`config.mk`:
```
export PLATFORM = sky130hd
export DESIGN_NAME = etxd_dma_flat
export DESIGN_NICKNAME = d
export VERILOG_FILES = /design/src/rtl/etxd_pkg.sv /design/src/rtl/etxd_bus_if.sv /design/src/rtl/etxd_dma.sv /design/src/flat_wrapper.sv
export SDC_FILE = /design/constraint.sdc
export NUM_CORES = 2
export LEC_CHECK = 0
export BUFFER_PORTS_ARGS = -buffer_cell sky130_fd_sc_hd__buf_4
export CORE_AREA = 5 5 443 445
export CTS_CLUSTER_DIAMETER = 40
export DETAILED_ROUTE_END_ITERATION = 8
export DIE_AREA = 0 0 448 450
export RECOVER_POWER = 100
export SKIP_LAST_GASP = 1
export SYNTH_ARGS = -nofsm -noshare
export SYNTH_HDL_FRONTEND = slang
export SYNTH_HIERARCHICAL = 1
export SYNTH_SLANG_ARGS = --single-unit
export TNS_END_PERCENT = 10
```
`constraint.sdc`:
```
create_clock -name mclk_in -period 6.5 [get_ports mclk_in]
set_input_delay 0.325 -clock mclk_in [delete_from_list [all_inputs] [get_ports mclk_in]]
set_output_delay 0.325 -clock mclk_in [all_outputs]
set_load 0.02 [all_outputs]
```
`src/rtl/etxd_pkg.sv`:
```
/*
 * Shared constants for the transmit/receive descriptor DMA and its host memory.
 * Assumes 32-bit word-addressed host memory and byte-wide MAC-side streams.
 */
`default_nettype none
package etxd_pkg;
	localparam logic [31:0] DESC_W0 = 32'h0;
	localparam logic [31:0] DESC_W1 = 32'h4;
	localparam logic [31:0] DESC_W2 = 32'h8;
	localparam logic [31:0] DESC_W3 = 32'hC;
	localparam logic [31:0] DESC_STRIDE = 32'h10;
	// descriptor bit positions
	localparam int OWN_BIT = 31;
	localparam int IOC_BIT = 31;
	localparam int LSEG_BIT = 30;
	localparam int FSEG_BIT = 29;
	localparam int RING_END_BIT = 25;
	localparam int CHAIN_BIT = 24;
	localparam int BSIZE_MSB = 10;
	localparam int RX_FL_LSB = 16;
	localparam int RX_FL_MSB = 29;
	localparam int RX_FS_BIT = 9;
	localparam int RX_LS_BIT = 8;
	// status word from the transaction layer
	localparam int STAT_UF_BIT = 1;
	localparam int STAT_TS_BIT = 17;
	// operation mode word
	localparam int OM_RX_START = 1;
	localparam int OM_OSF = 2;
	localparam int OM_TX_START = 13;
	localparam int OM_THR_LSB = 14;
	localparam int OM_THR_MSB = 16;
	localparam int OM_SF = 21;
	// status word
	localparam int ST_TI = 0;
	localparam int ST_TBU = 2;
	localparam int ST_TU = 5;
	localparam int ST_RI = 6;
	localparam int ST_RU = 7;
	localparam int ST_AIS = 15;
	localparam int ST_NIS = 16;
	localparam logic [31:0] STATUS_RESET = 32'h0;
	// fifo entry: byte, start tag, end tag
	localparam int FIFO_W = 10;
	localparam int E_SOF = 8;
	localparam int E_EOF = 9;
	localparam logic [7:0] THR_STEP = 8'h04;

	typedef enum logic [12:0] {
		TS_STOP = 13'h0001, TS_F0 = 13'h0002, TS_F1 = 13'h0004, TS_F2 = 13'h0008,
		TS_F3 = 13'h0010, TS_RD = 13'h0020, TS_PUSH = 13'h0040, TS_CLOSE = 13'h0080,
		TS_WAIT = 13'h0100, TS_TSL = 13'h0200, TS_TSH = 13'h0400, TS_STAT = 13'h0800,
		TS_SUSP = 13'h1000
	} etxd_tx_st_t;

	typedef enum logic [8:0] {
		RS_STOP = 9'h001, RS_F0 = 9'h002, RS_F1 = 9'h004, RS_F2 = 9'h008,
		RS_F3 = 9'h010, RS_FILL = 9'h020, RS_WR = 9'h040, RS_CLOSE = 9'h080,
		RS_SUSP = 9'h100
	} etxd_rx_st_t;

	function automatic logic [31:0] etxd_next_desc(input logic [31:0] cur,
		input logic [31:0] ctl, input logic [31:0] nxt, input logic [31:0] base);
		if (ctl[CHAIN_BIT])
			return nxt;
		if (ctl[RING_END_BIT])
			return base;
		return cur + DESC_STRIDE;
	endfunction

	function automatic logic [7:0] etxd_thr_bytes(input logic [2:0] code);
		return 8'({5'h00, code} * THR_STEP) + THR_STEP;
	endfunction
endpackage
`default_nettype wire

```
`src/rtl/etxd_bus_if.sv`:
```
/*
 * Host memory bus joining the DMA (master) and host memory (slave).
 * Assumes one clock; request held until a one-cycle ack.
 */
`default_nettype none
interface etxd_bus_if;
	logic req;
	logic we;
	logic [31:0] addr;
	logic [31:0] wdata;
	logic ack;
	logic [31:0] rdata;
	modport dma(output req, output we, output addr, output wdata, input ack, input rdata);
	modport mem(input req, input we, input addr, input wdata, output ack, output rdata);
endinterface
`default_nettype wire

```
`src/rtl/etxd_dma.sv`:
```
/*
 * Descriptor DMA: transmit engine, receive buffer filler, byte FIFO toward the MAC.
 * Assumes host memory on etxd_bus_if and a transaction layer that returns one
 * status per frame, in frame order.
 */
// How it works
// - move exactly buffer-size bytes per buffer
// - tag first byte sof, last byte eof
// - fill buffer until full or eof
// - last rx descriptor reports frame length 29:16
// - unaligned rx start writes dummy leading bytes
// - host readies buffers before setting ownership
// - tx start bit puts engine in run
// - host-owned or error sets tbu and nis
// - owned descriptor fetched; intermediates closed
// - timestamp words 2,3 only if captured
// - tx interrupt only with completion bit
// - default suspend exits on poll, underflow clear
// - second-frame mode moves second frame before first status
// - prefetch while prior last still open
// - wait prior status, write stamp, close
// - underflow in prior status forces suspend
// - suspended engine still writes pending status
// - second-frame mode resumes only on poll
// - software keeps more than two descriptors
// - host supplies complete frames, check bytes
// - first/last flags bound frames; next not first
// - send at threshold, full frame, store-forward
`default_nettype none
module etxd_fifo #(
	parameter int W = 10,
	parameter int DEPTH = 32
)(
	input wire logic mclk_in,
	input wire logic rst_n_in,
	input wire logic wr_valid_in,
	output logic wr_ready_out,
	input wire logic [W-1:0] wr_data_in,
	output logic rd_valid_out,
	input wire logic rd_ready_in,
	output logic [W-1:0] rd_data_out,
	output logic [$clog2(DEPTH):0] count_out
);
	localparam int AW = $clog2(DEPTH);
	logic [W-1:0] mem [DEPTH];
	logic [AW:0] wp;
	logic [AW:0] rp;
	assign count_out = wp - rp;
	assign wr_ready_out = count_out != (AW+1)'(DEPTH);
	assign rd_valid_out = wp != rp;
	assign rd_data_out = mem[rp[AW-1:0]];
	always_ff @(posedge mclk_in)
	begin
		if (wr_valid_in && wr_ready_out)
			mem[wp[AW-1:0]] <= wr_data_in;
	end
	always_ff @(posedge mclk_in or negedge rst_n_in)
	begin
		if (!rst_n_in)
		begin
			wp <= '0;
			rp <= '0;
		end
		else
		begin
			if (wr_valid_in && wr_ready_out)
				wp <= wp + 1'b1;
			if (rd_valid_out && rd_ready_in)
				rp <= rp + 1'b1;
		end
	end
endmodule // etxd_fifo

module etxd_dma
	import etxd_pkg::*;
#(
	parameter int FIFO_DEPTH = 32
)(
	input wire logic mclk_in,
	input wire logic rst_n_in,
	etxd_bus_if.dma bus,
	input wire logic [31:0] op_mode_in,
	input wire logic [31:0] tx_list_base_in,
	input wire logic [31:0] rx_list_base_in,
	input wire logic tx_poll_in,
	input wire logic rx_poll_in,
	input wire logic [31:0] status_clear_in,
	output logic [31:0] status_out,
	output logic mtl_valid_out,
	input wire logic mtl_ready_in,
	output logic [7:0] mtl_data_out,
	output logic mtl_sof_out,
	output logic mtl_eof_out,
	input wire logic tx_stat_valid_in,
	output logic tx_stat_ready_out,
	input wire logic [31:0] tx_stat_word_in,
	input wire logic [63:0] tx_stat_ts_in,
	input wire logic rx_valid_in,
	output logic rx_ready_out,
	input wire logic [7:0] rx_data_in,
	input wire logic rx_last_in
);
	localparam int CW = $clog2(FIFO_DEPTH) + 1;
	etxd_tx_st_t txs;
	etxd_rx_st_t rxs;
	logic [31:0] sts, cur, ctl, baddr, nxt, wbuf, pend_addr, close_addr, st_word;
	logic [63:0] ts;
	logic [10:0] rem;
	logic [1:0] lane;
	logic sof_p, in_frame, pending, pend_ioc, close_ioc, ret_susp;
	logic tx_req, tx_we, rx_req, rx_we, lock, lock_rx, pick_rx, tack, rack;
	logic [31:0] tx_addr, tx_wdata, rx_addr, rx_wdata, next_d, rnext_d;
	logic [31:0] rcur, rctl, rbuf, rnxt, rword;
	logic [11:0] rcnt;
	logic [13:0] rflen;
	logic [1:0] rlane;
	logic rfirst, reof, push, pop, f_ready, f_valid, tx_go, start_ok, take_stat;
	logic [FIFO_W-1:0] f_out;
	logic [CW-1:0] f_cnt, eof_cnt;
	logic [31:0] set_bits;
	wire logic tx_on = op_mode_in[OM_TX_START];
	wire logic second_frame_mode_bit = op_mode_in[OM_OSF];

	assign next_d = etxd_next_desc(cur, ctl, nxt, tx_list_base_in);
	assign rnext_d = etxd_next_desc(rcur, rctl, rnxt, rx_list_base_in);
	assign status_out = sts;

	// bus arbiter; grant held until the ack so a request is never split
	assign pick_rx = lock ? lock_rx : rx_req;
	assign bus.req = pick_rx ? rx_req : tx_req;
	assign bus.we = pick_rx ? rx_we : tx_we;
	assign bus.addr = pick_rx ? rx_addr : tx_addr;
	assign bus.wdata = pick_rx ? rx_wdata : tx_wdata;
	assign tack = bus.ack && !pick_rx;
	assign rack = bus.ack && pick_rx;
	always_ff @(posedge mclk_in or negedge rst_n_in)
	begin
		if (!rst_n_in)
		begin
			lock <= 1'b0;
			lock_rx <= 1'b0;
		end
		else if (bus.ack)
			lock <= 1'b0;
		else if (bus.req && !lock)
		begin
			lock <= 1'b1;
			lock_rx <= pick_rx;
		end
	end

	always_comb
	begin
		tx_req = 1'b1;
		tx_we = 1'b0;
		tx_addr = cur + DESC_W0;
		tx_wdata = '0;
		case (txs)
			TS_F0: tx_addr = cur + DESC_W0;
			TS_F1: tx_addr = cur + DESC_W1;
			TS_F2: tx_addr = cur + DESC_W2;
			TS_F3: tx_addr = cur + DESC_W3;
			TS_RD: tx_addr = {baddr[31:2], 2'b00};
			TS_CLOSE: tx_we = 1'b1; // intermediate closed, ownership cleared
			TS_TSL:
			begin
				tx_we = 1'b1;
				tx_addr = close_addr + DESC_W2;
				tx_wdata = ts[31:0];
			end
			TS_TSH:
			begin
				tx_we = 1'b1;
				tx_addr = close_addr + DESC_W3;
				tx_wdata = ts[63:32];
			end
			TS_STAT:
			begin
				tx_we = 1'b1;
				tx_addr = close_addr + DESC_W0;
				tx_wdata = {1'b0, st_word[30:0]};
			end
			default: tx_req = 1'b0;
		endcase
	end

	assign push = (txs == TS_PUSH) && f_ready;
	assign take_stat = tx_stat_valid_in && (txs == TS_WAIT || (txs == TS_SUSP && pending));
	assign tx_stat_ready_out = take_stat;

	always_ff @(posedge mclk_in or negedge rst_n_in)
	begin
		if (!rst_n_in)
		begin
			txs <= TS_STOP;
			cur <= '0;
			ctl <= '0;
			baddr <= '0;
			nxt <= '0;
			wbuf <= '0;
			rem <= '0;
			lane <= '0;
			sof_p <= 1'b0;
			in_frame <= 1'b0;
			pending <= 1'b0;
			pend_addr <= '0;
			pend_ioc <= 1'b0;
			ret_susp <= 1'b0;
		end
		else
		begin
			case (txs)
				TS_STOP:
					if (tx_on)
					begin
						cur <= tx_list_base_in;
						txs <= TS_F0;
					end
				TS_F0:
					if (tack)
						txs <= bus.rdata[OWN_BIT] ? TS_F1 : TS_SUSP;
				TS_F1:
					if (tack)
					begin
						ctl <= bus.rdata;
						// a start flag inside an open frame is an error
						txs <= (in_frame && bus.rdata[FSEG_BIT]) ? TS_SUSP : TS_F2;
					end
				TS_F2:
					if (tack)
					begin
						baddr <= bus.rdata;
						txs <= TS_F3;
					end
				TS_F3:
					if (tack)
					begin
						nxt <= bus.rdata;
						rem <= ctl[BSIZE_MSB:0];
						sof_p <= ctl[FSEG_BIT];
						in_frame <= !ctl[LSEG_BIT];
						if (ctl[BSIZE_MSB:0] != '0)
							txs <= TS_RD;
						else
							txs <= ctl[LSEG_BIT] ? TS_WAIT : TS_CLOSE;
					end
				TS_RD:
					if (tack)
					begin
						wbuf <= bus.rdata;
						lane <= baddr[1:0]; // leading lanes skipped
						baddr <= {baddr[31:2] + 30'h1, 2'b00};
						txs <= TS_PUSH;
					end
				TS_PUSH:
					if (push)
					begin
						rem <= rem - 11'h1;
						lane <= lane + 2'h1;
						sof_p <= 1'b0;
						if (rem == 11'h1)
						begin
							if (!ctl[LSEG_BIT])
								txs <= TS_CLOSE;
							else if (second_frame_mode_bit && !pending)
							begin
								pending <= 1'b1;
								pend_addr <= cur;
								pend_ioc <= ctl[IOC_BIT];
								cur <= next_d;
								txs <= TS_F0;
							end
							else
								txs <= TS_WAIT;
						end
						else if (lane == 2'h3)
							txs <= TS_RD;
					end
				TS_CLOSE:
					if (tack)
					begin
						cur <= next_d;
						txs <= TS_F0;
					end
				TS_WAIT:
					if (take_stat)
						txs <= tx_stat_word_in[STAT_TS_BIT] ? TS_TSL : TS_STAT;
				TS_TSL:
					if (tack)
						txs <= TS_TSH;
				TS_TSH:
					if (tack)
						txs <= TS_STAT;
				TS_STAT:
					if (tack)
					begin
						// underflow suspends; a write made while suspended returns there
						txs <= (ret_susp || st_word[STAT_UF_BIT]) ? TS_SUSP : TS_F0;
						ret_susp <= 1'b0;
						if (ret_susp)
							pending <= 1'b0;
						else
						begin
							cur <= next_d;
							pending <= second_frame_mode_bit;
							pend_addr <= cur;
							pend_ioc <= ctl[IOC_BIT];
						end
					end
				TS_SUSP:
					if (take_stat)
					begin
						ret_susp <= 1'b1;
						txs <= tx_stat_word_in[STAT_TS_BIT] ? TS_TSL : TS_STAT;
					end
					else if (tx_poll_in && (second_frame_mode_bit || !sts[ST_TU]))
						txs <= TS_F0;
					else if (!tx_on)
						txs <= TS_STOP;
				default: txs <= TS_STOP;
			endcase
		end
	end

	// latch the status of the frame being closed
	always_ff @(posedge mclk_in or negedge rst_n_in)
	begin
		if (!rst_n_in)
		begin
			st_word <= '0;
			ts <= '0;
			close_addr <= '0;
			close_ioc <= 1'b0;
		end
		else if (take_stat)
		begin
			st_word <= tx_stat_word_in;
			ts <= tx_stat_ts_in;
			close_addr <= pending ? pend_addr : cur;
			close_ioc <= pending ? pend_ioc : ctl[IOC_BIT];
		end
	end

	etxd_fifo #(.W(FIFO_W), .DEPTH(FIFO_DEPTH)) u_fifo (
		.mclk_in(mclk_in),
		.rst_n_in(rst_n_in),
		.wr_valid_in(txs == TS_PUSH),
		.wr_ready_out(f_ready),
		.wr_data_in({ctl[LSEG_BIT] && rem == 11'h1, sof_p, wbuf[{lane, 3'b000} +: 8]}),
		.rd_valid_out(f_valid),
		.rd_ready_in(mtl_ready_in && mtl_valid_out),
		.rd_data_out(f_out),
		.count_out(f_cnt)
	);

	// frames leave only at the threshold with OM_SF clear, once whole or with the FIFO full; a started frame runs on
	assign start_ok = eof_cnt != '0 || f_cnt == CW'(FIFO_DEPTH)
		|| (!op_mode_in[OM_SF]
		&& f_cnt >= CW'(etxd_thr_bytes(op_mode_in[OM_THR_MSB:OM_THR_LSB])));
	assign mtl_valid_out = f_valid && (tx_go || start_ok);
	assign pop = mtl_valid_out && mtl_ready_in;
	assign mtl_data_out = f_out[7:0];
	assign mtl_sof_out = f_out[E_SOF];
	assign mtl_eof_out = f_out[E_EOF];
	always_ff @(posedge mclk_in or negedge rst_n_in)
	begin
		if (!rst_n_in)
		begin
			eof_cnt <= '0;
			tx_go <= 1'b0;
		end
		else
		begin
			eof_cnt <= eof_cnt + CW'(push && txs == TS_PUSH && ctl[LSEG_BIT] && rem == 11'h1)
				- CW'(pop && f_out[E_EOF]);
			if (pop)
				tx_go <= !f_out[E_EOF];
		end
	end

	always_comb
	begin
		rx_req = 1'b1;
		rx_we = 1'b0;
		rx_addr = rcur + DESC_W0;
		rx_wdata = '0;
		case (rxs)
			RS_F0: rx_addr = rcur + DESC_W0;
			RS_F1: rx_addr = rcur + DESC_W1;
			RS_F2: rx_addr = rcur + DESC_W2;
			RS_F3: rx_addr = rcur + DESC_W3;
			RS_WR:
			begin
				rx_we = 1'b1;
				rx_addr = {rbuf[31:2], 2'b00};
				rx_wdata = rword; // lanes below the start stay dummy
			end
			RS_CLOSE:
			begin
				rx_we = 1'b1;
				rx_wdata[RX_FL_MSB:RX_FL_LSB] = reof ? rflen : 14'h0;
				rx_wdata[RX_FS_BIT] = rfirst;
				rx_wdata[RX_LS_BIT] = reof;
			end
			default: rx_req = 1'b0;
		endcase
	end

	assign rx_ready_out = rxs == RS_FILL;
	always_ff @(posedge mclk_in or negedge rst_n_in)
	begin
		if (!rst_n_in)
		begin
			rxs <= RS_STOP;
			rcur <= '0;
			rctl <= '0;
			rbuf <= '0;
			rnxt <= '0;
			rword <= '0;
			rcnt <= '0;
			rflen <= '0;
			rlane <= '0;
			rfirst <= 1'b1;
			reof <= 1'b0;
		end
		else
		begin
			case (rxs)
				RS_STOP:
					if (op_mode_in[OM_RX_START])
					begin
						rcur <= rx_list_base_in;
						rfirst <= 1'b1;
						rxs <= RS_F0;
					end
				RS_F0:
					if (rack)
						rxs <= bus.rdata[OWN_BIT] ? RS_F1 : RS_SUSP;
				RS_F1:
					if (rack)
					begin
						rctl <= bus.rdata;
						rxs <= RS_F2;
					end
				RS_F2:
					if (rack)
					begin
						rbuf <= bus.rdata;
						rlane <= bus.rdata[1:0];
						rcnt <= {10'h000, bus.rdata[1:0]}; // offset eats buffer space
						rword <= '0;
						rxs <= RS_F3;
					end
				RS_F3:
					if (rack)
					begin
						rnxt <= bus.rdata;
						rxs <= RS_FILL;
					end
				RS_FILL:
					if (rx_valid_in)
					begin
						rword[{rlane, 3'b000} +: 8] <= rx_data_in;
						rcnt <= rcnt + 12'h1;
						rflen <= rflen + 14'h1;
						rlane <= rlane + 2'h1;
						reof <= rx_last_in;
						if (rx_last_in || rlane == 2'h3
							|| rcnt + 12'h1 == {1'b0, rctl[BSIZE_MSB:0]})
							rxs <= RS_WR;
					end
				RS_WR:
					if (rack)
					begin
						rbuf <= {rbuf[31:2] + 30'h1, 2'b00};
						rword <= '0;
						rlane <= 2'h0;
						rxs <= (reof || rcnt == {1'b0, rctl[BSIZE_MSB:0]}) ? RS_CLOSE : RS_FILL;
					end
				RS_CLOSE:
					if (rack)
					begin
						// a closed frame means the next frame opens a fresh descriptor
						rfirst <= reof;
						if (reof)
							rflen <= '0;
						reof <= 1'b0;
						rcur <= rnext_d;
						rxs <= RS_F0;
					end
				RS_SUSP:
					if (rx_poll_in || rx_valid_in)
						rxs <= RS_F0;
					else if (!op_mode_in[OM_RX_START])
						rxs <= RS_STOP;
				default: rxs <= RS_STOP;
			endcase
		end
	end

	always_comb
	begin
		set_bits = '0;
		set_bits[ST_TBU] = (txs == TS_F0 && tack && !bus.rdata[OWN_BIT])
			|| (txs == TS_F1 && tack && in_frame && bus.rdata[FSEG_BIT]);
		set_bits[ST_TI] = txs == TS_STAT && tack && close_ioc;
		set_bits[ST_TU] = txs == TS_STAT && tack && st_word[STAT_UF_BIT];
		set_bits[ST_RI] = rxs == RS_CLOSE && rack && reof;
		set_bits[ST_RU] = rxs == RS_F0 && rack && !bus.rdata[OWN_BIT];
		set_bits[ST_AIS] = set_bits[ST_TU] || set_bits[ST_RU];
		set_bits[ST_NIS] = set_bits[ST_TBU] || set_bits[ST_TI] || set_bits[ST_RI];
	end
	// a set arriving with its clear wins
	always_ff @(posedge mclk_in or negedge rst_n_in)
	begin
		if (!rst_n_in)
			sts <= STATUS_RESET;
		else
			sts <= (sts & ~status_clear_in) | set_bits;
	end
endmodule // etxd_dma
`default_nettype wire

```
`src/flat_wrapper.sv`:
```
// flat-port wrapper written by rule: the top's interface ports become plain ports
module etxd_dma_flat import etxd_pkg::*;
#(
	parameter int FIFO_DEPTH = 32
)
  (mclk_in, rst_n_in, op_mode_in, tx_list_base_in, rx_list_base_in, tx_poll_in, rx_poll_in, status_clear_in, status_out, mtl_valid_out, mtl_ready_in, mtl_data_out, mtl_sof_out, mtl_eof_out, tx_stat_valid_in, tx_stat_ready_out, tx_stat_word_in, tx_stat_ts_in, rx_valid_in, rx_ready_out, rx_data_in, rx_last_in, bus_req, bus_we, bus_addr, bus_wdata, bus_ack, bus_rdata);
  etxd_bus_if bus_i ();
  input wire logic mclk_in;
  input wire logic rst_n_in;
  input wire logic [31:0] op_mode_in;
  input wire logic [31:0] tx_list_base_in;
  input wire logic [31:0] rx_list_base_in;
  input wire logic tx_poll_in;
  input wire logic rx_poll_in;
  input wire logic [31:0] status_clear_in;
  output logic [31:0] status_out;
  output logic mtl_valid_out;
  input wire logic mtl_ready_in;
  output logic [7:0] mtl_data_out;
  output logic mtl_sof_out;
  output logic mtl_eof_out;
  input wire logic tx_stat_valid_in;
  output logic tx_stat_ready_out;
  input wire logic [31:0] tx_stat_word_in;
  input wire logic [63:0] tx_stat_ts_in;
  input wire logic rx_valid_in;
  output logic rx_ready_out;
  input wire logic [7:0] rx_data_in;
  input wire logic rx_last_in;
  output wire logic [$bits(bus_i.req)-1:0] bus_req;
  output wire logic [$bits(bus_i.we)-1:0] bus_we;
  output wire logic [$bits(bus_i.addr)-1:0] bus_addr;
  output wire logic [$bits(bus_i.wdata)-1:0] bus_wdata;
  input wire logic [$bits(bus_i.ack)-1:0] bus_ack;
  input wire logic [$bits(bus_i.rdata)-1:0] bus_rdata;
  assign bus_req = bus_i.req;
  assign bus_we = bus_i.we;
  assign bus_addr = bus_i.addr;
  assign bus_wdata = bus_i.wdata;
  assign bus_i.ack = bus_ack;
  assign bus_i.rdata = bus_rdata;
  etxd_dma #(.FIFO_DEPTH(FIFO_DEPTH)) u_core (.mclk_in(mclk_in), .rst_n_in(rst_n_in), .bus(bus_i), .op_mode_in(op_mode_in), .tx_list_base_in(tx_list_base_in), .rx_list_base_in(rx_list_base_in), .tx_poll_in(tx_poll_in), .rx_poll_in(rx_poll_in), .status_clear_in(status_clear_in), .status_out(status_out), .mtl_valid_out(mtl_valid_out), .mtl_ready_in(mtl_ready_in), .mtl_data_out(mtl_data_out), .mtl_sof_out(mtl_sof_out), .mtl_eof_out(mtl_eof_out), .tx_stat_valid_in(tx_stat_valid_in), .tx_stat_ready_out(tx_stat_ready_out), .tx_stat_word_in(tx_stat_word_in), .tx_stat_ts_in(tx_stat_ts_in), .rx_valid_in(rx_valid_in), .rx_ready_out(rx_ready_out), .rx_data_in(rx_data_in), .rx_last_in(rx_last_in));
endmodule
```
==> impl_metrics.tcl <==
set metrics [dict create \
    clock_sinks 886 \
    cp-end-kind "output pin" \
    placed_cells_incl_taps 7077 \
    worstMarginPinSlew_ns 4.77 \
    cp_max_fo 12 \
    synth_edf_count 320 \
    setup_tns_ns 0 \
    hpwlAfterDp_mm 133 \
    final_net_count 5252 \
    path_cells "nor4_1, buf_4, and4_1, nand2_1, nand2_1, ha_1, nand4_1, nor4_1, mux2i_1, buf_4, o21ai_0, a31oi_1, a2111oi_0, a311oi_1, clkbuf_1" \
    port_buffers 357 \
    vias 40700 \
    ys_seq_area_share_pct 50.0 \
    start_util_pct 24.8 \
    synthCells 4467 \
    fin_total_pwr_mw 23.3 \
    dieArea_mm2 0.202 \
    via_per_inst 5.36 \
    start_kind "flop" \
    leakage_nw 23.5 \
    synth_area_mm2 0.0476 \
    ctsHtreeMaxLevel 4 \
    synth-async-reset-ratio_pct 63.9 \
    io_pins 384 \
    clock_skew_ns 0.0643 \
    cts_buffers 144 \
    holdPathStages 5 \
    die_x_um 448 \
    power_density_mw_per_mm2 392 \
    fmax_mhz 168 \
    stdcell_count 7595 \
    yosys_warnings 6 \
    report.final.slew_viol_count 400 \
    drive_gt1_share_pct 18.2 \
    avgSynthCellArea_um2 10.7 \
    first_global_vias 39900 \
    final_antenna_net_count 0 \
    synth_cell_type_count 109 \
    synth_top_area_share_pct 29.6 \
    rows 161 \
    fp.coreArea_mm2 0.192 \
    yosysTopAreaCell "dfrtp_1" \
    finish.utilization_pct 31.0 \
    antenna_found_initial 35 \
    finalSetupViolCount 0 \
    grt_pass1_wl_mm 275 \
    drc 0 \
    grt_setup_unrepaired "false" \
    hold_class "in2reg" \
    drt_wl_total_mm 191 \
    slowest_delay_ns 0.66 \
    period_share_pct 91.6 \
    hold_viol 0 \
    gr-total-overflow 0 \
    synth_area_leaders "dfrtp_1 30%, edfxtp_1 20%, mux4_2 5.1%, mux2_2 4.3%, nand2_1 4.0%" \
    final_cell_mix "561 x dfrtp_1, 508 x nand2_1, 324 x buf_4, 320 x edfxtp_1, 310 x nor2_1" \
    status "complete, but fails checks" \
    slowest_stage "a2111oi_0" \
    ir_drop_v 0.000288 \
    drt_pass1_iterations 9 \
    syn_nets 4784 \
    cts_root_buffer "clkbuf_16" \
    critPathKind "reg2out" \
    grt_max_degree 163 \
    r2r_cells 14 \
    relSlewSlack_pct -218 \
    maxCapViolations 10 \
    die_h_um 450 \
    placed_cell_area_mm2 0.0526 \
    clk_path_buf_depth 3 \
    fin_crit_ns 5.95 \
    ys_ff_latch 886 \
    cts_setup_buffers 0 \
    cts_tree "built" \
    final_common_cell "dfrtp_1" \
    area_growth_pct 25.0 \
    dr.first_iter.drc_count 4614 \
    routedWlPerCell_um 25.1 \
    arrival_ns 5.63 \
    stdcell_area_mm2 0.0595 \
    track_usage_pct 18.3 \
    clk_pin_slew_worst_paths_ns 0.05 \
    cp.required_ns 6.17 \
    clock_latency_ns 0.80 \
    violations "max-capacitance violations, max-slew violations" \
    gp_congestion 0.981 \
    fillers 19600 \
    dominantRegCellSynth "dfrtp_1" \
]
-- flip-flops by register name, indices dropped and copies added (netlist names), 9 cells and up --
register           flops
u_core/u_fifo/mem    320
u_core/ts             64
u_core/baddr          32
u_core/close_addr     32
u_core/cur            32
u_core/nxt            32
u_core/pend_addr      32
u_core/rcur           32
u_core/rnxt           32
u_core/rword          32
u_core/status_out     32
u_core/wbuf           32
u_core/st_word        31
u_core/rbuf           30
u_core/ctl            16
u_core/rflen          14
u_core/rctl           13
u_core/txs            13
u_core/rcnt           12
u_core/rem            11
u_core/rxs             9
-- synth_stat cells, types with 58 or more instances --
library cell	n
nand2_1	506
nand4_1	80
xnor2_1	95
edfxtp_1	320
dfrtp_1	563
a21oi_1	302
a31oi_1	58
mux4_2	108
clkbuf_1	215
o21ai_0	211
a22oi_1	59
mux2i_1	62
o22ai_1	72
mux2_2	180
buf_2	100
nor2_1	309
xor2_1	79
nor3_1	68
nand3_1	136
inv_1	63
-- logic make-up after synthesis --
logic type | share of synthesized area, %
simple gates | 14.4
fa+ha+maj | 1.20
compound gates | 15.5
mux | 12.0
flops | 50.0
buf+inv | 3.75
xor+xnor | 3.20
-- repair_timing --
action                                  CTS  global route
hold buffers                            238             0
gates resized for setup                   0             0
hold endpoints to repair                408             0
endpoints found under the setup margin    0             0
-- stage by stage --
| step | setup slack [ns] | hold slack (ns) |
|---|---|---|
| floorplan | 1.80 | 0.0294 |
| global placement | 1.57 | 0.359 |
| detailed placement | 1.53 | 0.366 |
| CTS | 0.671 | 0.0299 |
| global route | 0.253 | 0.0772 |
| finish | 0.547 | 0.0840 |
-- layer usage --
layer	GRT usage [%]	vias up	part of all wire (%)
li1	-	17700	-
met1	22.1	20300	38
met2	29.1	2105	46
met3	4.27	576	8.2
met4	12.0	6	7.5
met5	0	-	0.018
-- path summary, 6_finish.rpt --
check,to,slack [ns],start
max,bus_addr[17],0.55,u_core/txs[4]$_DFFE_PN0P_
min,u_core/cur[7]$_DFFE_PN0P_,0.08,tx_list_base_in[7]
max reg2reg,u_core/cur[1]$_DFFE_PN0P_,0.66,u_core/u_fifo/rp[0]$_DFFE_PN0P_
min reg2reg,u_core/nxt[16]$_DFFE_PN0P_,0.47,u_core/nxt[16]$_DFFE_PN0P_
max in group asynchronous,u_core/status_out[31]$_DFF_PN0_,1.46,rst_n_in
min in group asynchronous,u_core/ts[48]$_DFFE_PN0P_,1.81,rst_n_in
-- critical path: cells and delay by family, from the launching register on --
| family | cells | cell delay (ns) |
|---|---|---|
| multiplexers | 1 | 0.16 |
| adder cells (fa/ha/maj) | 1 | 0.43 |
| buffers and inverters | 3 | 0.69 |
| flip-flops | 1 | 0.51 |
| AND/OR/NAND/NOR | 6 | 1.96 |
| AO/OA/AOI/OAI | 4 | 1.07 |
-- final cells by class --
cell class              count  area (um2)  share of cell area (%)
diodes                     12        30.0                  0.0505
clock buffers             177        3860                    6.49
clock inverters            91        1250                    2.09
multi-input cells        3161       21900                    36.8
inverters                  66         248                   0.416
repair buffers            676        5300                    8.91
flip-flops and latches    886       23800                    40.0
well taps                2526        3160                    5.31
-- where the power goes --
group / internal, mW / switching (mW)
combinational: 2.65 / 4.71
clock: 4.81 / 3.11
sequential: 6.52 / 1.54
total: 14.0 / 9.36
No activity file was read; power rests on OpenSTA's default activity.
